--- src/hdl/dpa_map.vh ---
// Purpose: timing counts and field constants for the two-port memory host controller
// Assumes: sys_clk at 250 MHz (4 ns period)
// Notes:   least times and longest times both round up, none below one cycle
`ifndef DPA_MAP_VH
`define DPA_MAP_VH

`define DPA_CLK_NS        4
`define DPA_ADDR_W        14
`define DPA_DATA_W        8
// write pulse least time, slowest grade
`define DPA_WP_NS         40
`define DPA_WP_CYC        ((`DPA_WP_NS + `DPA_CLK_NS - 1) / `DPA_CLK_NS)
// output turn-off plus turn-on when output enable is low
`define DPA_WZ_OW_NS      25
`define DPA_WZ_OW_CYC     ((`DPA_WZ_OW_NS + `DPA_CLK_NS - 1) / `DPA_CLK_NS)
// hold of write strobe after busy release, slowest grade
`define DPA_WH_NS         25
`define DPA_WH_CYC        ((`DPA_WH_NS + `DPA_CLK_NS - 1) / `DPA_CLK_NS)
// arbitration priority setup before the other port
`define DPA_APS_NS        5
`define DPA_APS_CYC       ((`DPA_APS_NS + `DPA_CLK_NS - 1) / `DPA_CLK_NS)
// busy sample delay after address/select, slowest busy access
`define DPA_BAA_NS        45
`define DPA_BAA_CYC       ((`DPA_BAA_NS + `DPA_CLK_NS - 1) / `DPA_CLK_NS)
// read access for semaphore read-back
`define DPA_SAA_NS        55
`define DPA_SAA_CYC       ((`DPA_SAA_NS + `DPA_CLK_NS - 1) / `DPA_CLK_NS)
// semaphore write to read spacing
`define DPA_SWRD_NS       5
`define DPA_SWRD_CYC      ((`DPA_SWRD_NS + `DPA_CLK_NS - 1) / `DPA_CLK_NS)
`define DPA_CNT_W         5
`define DPA_FLAG_FREE     8'hFF

`endif

--- src/hdl/dpa_host.v ---
// Purpose: host-side port controller for one port of an asynchronous two-port memory
// Assumes: busy_n and data inputs are synchronous to sys_clk
// Notes:   one request at a time; semaphore reads report the flag taken when bit 0 of the data bus is zero
`timescale 1ns/10ps
`default_nettype none
`include "dpa_map.vh"

// Function
// - Address changes only while write strobe and port select are both high.
// - With output enable low, strobe lasts the larger of pulse or turn-around.
// - Array uses select low flag high; semaphore the reverse, held whole write.
// - Earlier port wins only with address and select settled 5 ns sooner.
// - Writing host keeps strobe low a hold time after busy deasserts.
// - Slave busy input must be low no later than the strobe falling.
module dpa_host (
    input  wire                    sys_clk,
    input  wire                    rst,
    input  wire                    req_valid,
    output wire                    req_ready,
    input  wire                    req_write,
    input  wire                    req_flag,
    input  wire                    req_oe_low_write,
    input  wire [`DPA_ADDR_W-1:0]  req_addr,
    input  wire [`DPA_DATA_W-1:0]  req_wdata,
    output reg                     rsp_valid,
    output reg  [`DPA_DATA_W-1:0]  rsp_rdata,
    output reg                     rsp_flag_taken,
    output reg  [`DPA_ADDR_W-1:0]  mem_addr,
    output reg                     port_select_n,
    output reg                     flag_select_n,
    output reg                     write_strobe_n,
    output reg                     output_enable_n,
    output reg  [`DPA_DATA_W-1:0]  data_out,
    output reg                     data_oe,
    input  wire [`DPA_DATA_W-1:0]  data_in,
    input  wire                    busy_n
);
    localparam [2:0] ST_IDLE   = 3'd0;
    localparam [2:0] ST_SETUP  = 3'd1;
    localparam [2:0] ST_STROBE = 3'd2;
    localparam [2:0] ST_BLOCK  = 3'd3;
    localparam [2:0] ST_HOLD   = 3'd4;
    localparam [2:0] ST_READ   = 3'd5;
    localparam [2:0] ST_END    = 3'd6;

    // counts are worked out as integers, then cut to the counter width
    localparam integer WP_INT   = `DPA_WP_CYC;
    localparam integer WZOW_INT = `DPA_WZ_OW_CYC;
    localparam integer WH_INT   = `DPA_WH_CYC;
    localparam integer APS_INT  = `DPA_APS_CYC;
    localparam integer SAA_INT  = `DPA_SAA_CYC;
    localparam integer SWRD_INT = `DPA_SWRD_CYC;

    localparam [`DPA_CNT_W-1:0] WP_CYC   = WP_INT[`DPA_CNT_W-1:0];
    localparam [`DPA_CNT_W-1:0] WZOW_CYC = WZOW_INT[`DPA_CNT_W-1:0];
    localparam [`DPA_CNT_W-1:0] WH_CYC   = WH_INT[`DPA_CNT_W-1:0];
    localparam [`DPA_CNT_W-1:0] APS_CYC  = APS_INT[`DPA_CNT_W-1:0];
    localparam [`DPA_CNT_W-1:0] SAA_CYC  = SAA_INT[`DPA_CNT_W-1:0];
    localparam [`DPA_CNT_W-1:0] SWRD_CYC = SWRD_INT[`DPA_CNT_W-1:0];

    reg  [2:0]             state;
    reg  [2:0]             next_state;
    reg                    cur_write;
    reg                    cur_flag;
    reg                    cur_oe_low;
    reg                    wait_load;
    reg  [`DPA_CNT_W-1:0]  wait_count;
    wire                   wait_done;
    wire [`DPA_CNT_W-1:0]  strobe_cyc;

    // longer of plain pulse and driver turn-around when output enable is low
    assign strobe_cyc = (cur_oe_low && (WZOW_CYC > WP_CYC)) ? WZOW_CYC : WP_CYC;

    dpa_wait u_wait (
        .sys_clk (sys_clk),
        .rst     (rst),
        .load    (wait_load),
        .count   (wait_count),
        .done    (wait_done)
    );

    assign req_ready = (state == ST_IDLE);

    always @* begin
        next_state = state;
        wait_load  = 1'b0;
        wait_count = {`DPA_CNT_W{1'b0}};
        case (state)
            ST_IDLE: begin
                if (req_valid) begin
                    next_state = ST_SETUP;
                    wait_load  = 1'b1;
                    wait_count = APS_CYC;
                end
            end
            ST_SETUP: begin
                if (wait_done) begin
                    wait_load = 1'b1;
                    if (cur_write) begin
                        next_state = ST_STROBE;
                        wait_count = strobe_cyc;
                    end else begin
                        next_state = ST_READ;
                        wait_count = SAA_CYC;
                    end
                end
            end
            ST_STROBE: begin
                // busy seen with the strobe low means the write was inhibited
                if (!busy_n) begin
                    next_state = ST_BLOCK;
                end else if (wait_done) begin
                    next_state = ST_END;
                    wait_load  = 1'b1;
                    wait_count = SWRD_CYC;
                end
            end
            ST_BLOCK: begin
                if (busy_n) begin
                    next_state = ST_HOLD;
                    wait_load  = 1'b1;
                    wait_count = WH_CYC;
                end
            end
            ST_HOLD: begin
                if (!busy_n) begin
                    next_state = ST_BLOCK;
                end else if (wait_done) begin
                    next_state = ST_END;
                    wait_load  = 1'b1;
                    wait_count = SWRD_CYC;
                end
            end
            ST_READ: begin
                // hold off while busy so data after release has settled
                if (!busy_n) begin
                    wait_load  = 1'b1;
                    wait_count = SAA_CYC;
                end else if (wait_done) begin
                    next_state = ST_IDLE;
                end
            end
            ST_END: begin
                if (wait_done) begin
                    next_state = ST_IDLE;
                end
            end
            default: begin
                next_state = ST_IDLE;
            end
        endcase
    end

    always @(posedge sys_clk or posedge rst) begin
        if (rst) begin
            state           <= ST_IDLE;
            cur_write       <= 1'b0;
            cur_flag        <= 1'b0;
            cur_oe_low      <= 1'b0;
            mem_addr        <= {`DPA_ADDR_W{1'b0}};
            port_select_n   <= 1'b1;
            flag_select_n   <= 1'b1;
            write_strobe_n  <= 1'b1;
            output_enable_n <= 1'b1;
            data_out        <= {`DPA_DATA_W{1'b0}};
            data_oe         <= 1'b0;
            rsp_valid       <= 1'b0;
            rsp_rdata       <= {`DPA_DATA_W{1'b0}};
            rsp_flag_taken  <= 1'b0;
        end else begin
            state     <= next_state;
            rsp_valid <= 1'b0;
            case (state)
                ST_IDLE: begin
                    if (req_valid) begin
                        // strobes still high here, so the address may move
                        cur_write       <= req_write;
                        cur_flag        <= req_flag;
                        cur_oe_low      <= req_oe_low_write;
                        mem_addr        <= req_addr;
                        // array: select low, flag high; semaphore: the reverse
                        port_select_n   <= req_flag;
                        flag_select_n   <= ~req_flag;
                        output_enable_n <= req_write ? ~req_oe_low_write : 1'b0;
                        data_out        <= req_wdata;
                        data_oe         <= 1'b0;
                    end
                end
                ST_SETUP: begin
                    if (wait_done && cur_write) begin
                        // selects already low, strobe falls after: overlap
                        write_strobe_n <= 1'b0;
                        data_oe        <= 1'b1;
                    end
                end
                ST_STROBE, ST_BLOCK, ST_HOLD: begin
                    if (next_state == ST_END) begin
                        write_strobe_n  <= 1'b1;
                        port_select_n   <= 1'b1;
                        flag_select_n   <= 1'b1;
                        output_enable_n <= 1'b1;
                    end
                end
                ST_READ: begin
                    if (next_state == ST_IDLE) begin
                        rsp_valid       <= 1'b1;
                        rsp_rdata       <= data_in;
                        // flag is held when bit 0 reads zero
                        rsp_flag_taken  <= cur_flag & ~data_in[0];
                        port_select_n   <= 1'b1;
                        flag_select_n   <= 1'b1;
                        output_enable_n <= 1'b1;
                    end
                end
                ST_END: begin
                    if (wait_done) begin
                        data_oe   <= 1'b0;
                        rsp_valid <= 1'b1;
                    end
                end
                default: begin
                    data_oe <= 1'b0;
                end
            endcase
        end
    end
endmodule // dpa_host
`default_nettype wire

--- src/hdl/dpa_wait.v ---
// Purpose: down-counter that times one phase of a pin sequence
// Assumes: load and count values fit the counter width
// Notes:   done is high while the count is zero
`timescale 1ns/10ps
`default_nettype none
`include "dpa_map.vh"

module dpa_wait (
    input  wire                    sys_clk,
    input  wire                    rst,
    input  wire                    load,
    input  wire [`DPA_CNT_W-1:0]   count,
    output wire                    done
);
    reg [`DPA_CNT_W-1:0] remain;

    always @(posedge sys_clk or posedge rst) begin
        if (rst) begin
            remain <= {`DPA_CNT_W{1'b0}};
        end else if (load) begin
            remain <= count;
        end else if (remain != {`DPA_CNT_W{1'b0}}) begin
            remain <= remain - {{(`DPA_CNT_W-1){1'b0}}, 1'b1};
        end
    end

    assign done = (remain == {`DPA_CNT_W{1'b0}});
endmodule // dpa_wait
`default_nettype wire

--- config.mk ---
export PLATFORM = sky130hd
export DESIGN_NAME = dpa_host
export DESIGN_NICKNAME = d
export VERILOG_FILES = /design/src/hdl/dpa_host.v /design/src/hdl/dpa_wait.v
export VERILOG_INCLUDE_DIRS = /design/src /design/src/hdl
export SDC_FILE = /design/constraint.sdc
export NUM_CORES = 1
export LEC_CHECK = 0
export BUFFER_PORTS_ARGS = -buffer_cell sky130_fd_sc_hd__buf_2
export CORE_MARGIN = 1
export CORE_UTILIZATION = 53
export CTS_BUF_LIST = sky130_fd_sc_hd__clkbuf_8
export CTS_CLUSTER_SIZE = 28
export DETAILED_ROUTE_END_ITERATION = 16
export PLACE_DENSITY = 0.82
export SETUP_SLACK_MARGIN = 0.2
export SLEW_MARGIN = 25
export SYNTH_ARGS = -nofsm -noshare
export SYNTH_HDL_FRONTEND = slang
export SYNTH_SLANG_ARGS = --single-unit
export TNS_END_PERCENT = 20
--- constraint.sdc ---
create_clock -name sys_clk -period 2.7 [get_ports sys_clk]
set_input_delay 0.27 -clock sys_clk [delete_from_list [all_inputs] [get_ports sys_clk]]
set_output_delay 0.27 -clock sys_clk [all_outputs]
set_load 0.03 [all_outputs]
# Yosys cells after proc, flatten, opt, wreduce, memory -nomap -nowiden
# Index checks and enable logic that the tools add are counted.
[classes]
addsub = 1
multipliers = 0
div_mod_pow = 0
n_lt_le_gt_ge = 0
n_eq_ne = 12
shifts = 0
muxes = 42
bitwise_logic = 5
n_reduce_logical = 16
[ops]
columns = ["cell", "count"]
rows = [
  ["$mux 3", 10],
  ["$pmux 4 s5", 1],
  ["$pmux 3 s6", 1],
  ["$mux 1", 16],
  ["$eq 3x3->1 const B", 4],
  ["$mux 5", 2],
  ["$ne 2x2->1 const B", 5],
  ["$pmux 1 s3", 3],
  ["$mux 4", 2],
  ["$reduce_and 4->1", 2],
  ["$eq 3x2->1 const B", 2],
  ["$logic_not 3->1", 2],
  ["$mux 2", 3],
  ["$logic_not 5->1", 1],
  ["$pmux 1 s5", 1],
  ["$reduce_bool 5->1", 1],
  ["$sub 5x1->5 const B", 1],
  ["$not 1->1", 4],
  ["$pmux 1 s2", 2],
  ["$pmux 1 s4", 1],
  ["$reduce_and 2->1", 2],
  ["$reduce_bool 2->1", 2],
  ["$reduce_or 4->1", 1],
  ["$eq 3x1->1 const B", 1],
  ["other kinds (6)", 6],
]
[totals]
regBits = 47
latchBits = 0
ram_bits = 0
rom_bits = 0
inputBits = 37
output_inout_bits = 38
elab_cells = 90
mem_count = 0

# Depth between registers and ports, before layout
[depth]
ltp_word = 7
depth_mapped = 8
depth_no_buf = 7

# Cells and area by module
# A second synthesis with hierarchy kept.
[hier_totals]
hier_cells = 224
area_unflattened_um2 = 2249.7
[modules_own_cells]
columns = ["module", "n_inst", "cells_each", "area_per_inst_um2", "seq_area_each_um2"]
rows = [
  ["dpa_host", 1, 196, 1966.9, 1056.0],
  ["dpa_wait", 1, 28, 282.8, 125.1],
]

# Least setup slack after synthesis
# No wires, ideal clock.
[synth_path]
path_kind = "register to register"
start = "register state[1]"
end = "register cur_flag"
setup_ns = 0.125
arrival_ns = 2.304
required_time_ns = 2.575
setup_slack_ns = 0.272
stages_incl_launch_ff = 7
n_path_buf = 3
synth_period_minus_slack_ns = 2.428
cell_sequence = "dfrtp_1 -> clkbuf_1 -> nor3_1 -> and2_1 -> clkbuf_1 -> buf_2 -> mux2_2"
[synth_between]
elab_chain_cells = 2
[synth_rtl]
columns = ["item", "line", "rtl"]
rows = [
  ["from (decl)", "dpa_host.v:61", "reg [2:0] state;"],
  ["from (signal assigned)", "dpa_host.v:171", "state <= next_state;"],
  ["$logic_not 3->1", "-", ""],
  ["via req_ready", "dpa_host.v:19", "output wire req_ready,"],
  ["$reduce_and 2->1 (no line)", "-", ""],
  ["to (signal assigned)", "dpa_host.v:178", "cur_flag <= req_flag;"],
  ["to (decl)", "dpa_host.v:64", "reg cur_flag;"],
]
# The timed path passes the listed nets, and every way through them passes these cells.
# A chain may end at the register's enable or synchronous reset.

# Worst setup path in the final report
[layout_path]
start = "register u_wait.remain[0]"
end = "register rsp_rdata[6]"
[layout_between]
elab_chain_cells = 6
elab_cells_between_ends = 9
cone_classes = "mux (6); reduce/logical (3)"
[layout_rtl]
columns = ["item", "line", "rtl"]
rows = [
  ["from (decl)", "dpa_wait.v:15", "reg [`DPA_CNT_W-1:0] remain;"],
  ["from (signal assigned)", "dpa_wait.v:19", "remain <= {`DPA_CNT_W{1'b0}};"],
  ["from (signal assigned)", "dpa_wait.v:21", "remain <= count;"],
  ["from (signal assigned)", "dpa_wait.v:23", "remain <= remain - {{(`DPA_CNT_W-1){1'b0}}, 1'b1};"],
  ["$logic_not 5->1 *", "dpa_wait.v:27", "assign done = (remain == {`DPA_CNT_W{1'b0}});"],
  ["$mux 3, on equally long branches", "-", ""],
  ["$mux 3, on equally long branches", "dpa_host.v:136, dpa_host.v:110", ""],
  ["$pmux 3 s6 *", "dpa_host.v:88", "case (state)"],
  ["$logic_not 3->1 *", "dpa_host.v:205", "if (next_state == ST_IDLE) begin"],
  ["$reduce_and 2->1 (no line) *", "-", ""],
  ["to (signal assigned)", "dpa_host.v:168", "rsp_rdata <= {`DPA_DATA_W{1'b0}};"],
  ["to (signal assigned)", "dpa_host.v:207", "rsp_rdata <= data_in;"],
  ["to (decl)", "dpa_host.v:26", "output reg [`DPA_DATA_W-1:0] rsp_rdata,"],
]
# Mark *: on every way between the ends. The rest lies on a longest branch, timed or not.

==> impl_metrics.tcl <==
set metrics [dict create \
    status "finished clean" \
    async_flop_share 1.000 \
    clk_pin_slew_ns 0.09 \
    tns_ns 0 \
    wl_um 5544 \
    fin_crit_sh 0.8334 \
    nets 341 \
    ant_nets 0 \
    fin_util 0.6865 \
    cp.required_ns 2.90 \
    postSynthCellCount 225 \
    synthSimpleGateAreaFrac 0.1535 \
    max_clock_freq_mhz 444.4 \
    yosys_warnings 0 \
    grt_pass1_vias 2072 \
    layoutNonFillerInstCount 352 \
    clock-sinks 47 \
    cts_tree "yes" \
    reg2regPathDepth 7 \
    maxCapViolCount 0 \
    synth_area_leader_cell "dfrtp_1" \
    synth_top_family_by_area "multiplexers" \
    critPathLaunchType "flop" \
    grt_pass1_wl_um 9459 \
    dp_cells 344 \
    drtPass1Iterations 4 \
    gr-total-overflow 0 \
    dominantRegCellSynth "dfrtp_1" \
    p_per_area_nw_per_um2 1487 \
    synth_fa_ha_area_frac 0.02533 \
    place_congestion 0.9250 \
    hold_class "input pin to asynchronous set/reset pin" \
    cp_max_fo 10 \
    floorplan.die_area_sq_um 4937 \
    vias_per_cell 5.770 \
    drc_errors 0 \
    die_w_um 70.27 \
    r2r_start "u_wait.remain[0]$_DFFE_PP0P_" \
    ios 75 \
    ctsHoldBuffers 0 \
    setup_viol 0 \
    synth-seq-area-share 0.4782 \
    max_slew_margin 0.4723 \
    synthTopCellsByCount "43 x dfrtp_1, 34 x mux2_2, 15 x nor2_1" \
    start_util 0.5595 \
    fp.coreArea_sq_um 4414 \
    wire_per_inst_um 15.75 \
    ctsRootBufferMaster "clkbuf_8" \
    rows 24 \
    synth_top_area_frac 0.4357 \
    numCtsBuffers 5 \
    worstSkewPairLatency_ns 0.30 \
    htreeDepth 2 \
    crit_path_end_kind "flop" \
    fin_skew_ns 0.005505 \
    syn_nets 267 \
    drt_iter0_drc 168 \
    final_max_slew_viol_count 0 \
    tightest_slew_ns 0.7906 \
    area_growth_pct 22.70 \
    synth_compound_area_frac 0.1383 \
    r2r-end "rsp_rdata[6]$_DFFE_PP0P_" \
    avgSynthCellArea_sq_um 10.98 \
    hold_viol 0 \
    grt_max_degree 48 \
    yosysMostFrequentCell "dfrtp_1" \
    fin_crit_ns 2.250 \
    syn_area_sq_um 2470 \
    yosys_register_bits 47 \
    vias 2031 \
    crit_path_start "u_wait.remain[0]$_DFFE_PP0P_" \
    worst_ir_drop_vdd_mv 0.7534 \
    cts_buffer_depth 2 \
    ys_types 50 \
    port_buffers 74 \
    rrSetupSlack_ns 0.45 \
    yosys-top-cells-area "dfrtp_1 44%, mux2_2 16%, dfstp_2 4.3%, ha_1 2.5%, nor2_1 2.3%" \
    crit_type "flop to flop" \
    antenna_found_initial 0 \
    layout-drive-gt1-share 0.4533 \
    synth-edff-count 0 \
    rsz0062_at_grt "false" \
    arrival_ns 2.45 \
    fp.dieH_um 70.27 \
    power.leakage_uw 0.001403 \
    grt_usage 0.2442 \
    muxShareOfSynthArea 0.1591 \
    n_antenna_cell 0 \
    synth_xor_area_frac 0.01064 \
    dp_hpwl_um 4077 \
]
[what timing repair did]
action	in CTS	in global routing
endpoints found under the setup margin	0	12
setup buffers	0	0
gates resized for setup	0	4
[cell usage in the layout, fill, tap and decap left out, types with 2 or more instances in the layout]
cell type  instances
buf_2             74
dfrtp_1           42
mux2_2            34
nor2_1            15
nand2_1            8
nand3_1            7
o21ai_0            7
nor3_1             6
nand2b_1           6
inv_1              6
clkbuf_8           6
buf_4              6
a21oi_1            5
ha_1               5
and2_1             4
nor2b_1            4
o211ai_1           4
nor4_1             4
dfstp_2            4
a21o_1             3
a31oi_1            3
nand4b_1           3
o31a_1             3
a221oi_1           3
xnor2_1            3
a211oi_1           3
a211o_1            2
o21bai_1           2
o31ai_1            2
[area by class of cell]
cell class / instances / area, sq um
repair buffers: 80 / 415.4
well taps: 52 / 65.06
inverters: 8 / 35.03
clock inverters: 2 / 38.79
clock buffers: 6 / 82.58
fillers: 332 / 1384
flip-flops and latches: 47 / 1182
multi-input cells: 157 / 1211
[per-stage QoR]
stage               setup WS, ns  hold slack [ns]  power [uW]  cell area (sq um)
floorplan                 0.2716           0.4204        3272               2470
finish                    0.4499          0.08131        4507               3030
global placement          0.4098           0.4825        3869               2894
CTS                       0.3150           0.1864        4498               3015
global route              0.3127           0.1508        4817               3030
detailed placement        0.3374           0.4802        3934               2894
[flip-flops by register name, indices dropped and copies added (netlist names)]
register         flops
flag_select_n        1
port_select_n        1
rsp_valid            1
mem_addr            14
cur_flag             1
data_out             8
u_wait.remain        5
rsp_flag_taken       1
state                3
rsp_rdata            8
cur_write            1
data_oe              1
write_strobe_n       1
output_enable_n      1
[worst max-delay path: stages, from the launching register on]
cell and delay (ns):
dfrtp_1 0.41, inv_1 0.10, ha_1 0.18, or4b_4 0.55, o21ai_2 0.19, and3_2 0.23
nand3_4 0.16, mux2_2 0.32
[power by group]
group	total, uW	switching, uW	internal, uW
registers	1320	231	1090
clock network	553	249	305
logic	2640	1610	1030
[per-layer routing]
layer,share of wire,GRT usage
met1,0.43,0.3195
met2,0.49,0.3915
met5,0,0
met3,0.065,0.05772
met4,0.021,0.09778
[kinds of logic after synthesis]
family | Yosys count
buffers and inverters | 21
and+or+nand+nor | 67
xor gates and xnor gates | 3
AOI/OAI and AO/OA | 47
adders and majority gates | 5
DFF | 47
muxes | 35
[how the worst max path moves through the flow]
stage | cells past startpoint | slack (ns) | endpoint
6_report | 7 | 0.45 | rsp_rdata[6]$_DFFE_PP0P_
5_1_grt | 7 | 0.31 | output_enable_n$_DFFE_PP1P_
4_1_cts | 7 | 0.31 | rsp_rdata[6]$_DFFE_PP0P_
3_5_place_dp | 7 | 0.34 | rsp_rdata[6]$_DFFE_PP0P_
3_3_place_gp | 7 | 0.41 | rsp_rdata[1]$_DFFE_PP0P_
2_1_floorplan | 6 | 0.27 | cur_flag$_DFFE_PP0P_
Power figures use the tool's default switching activity.
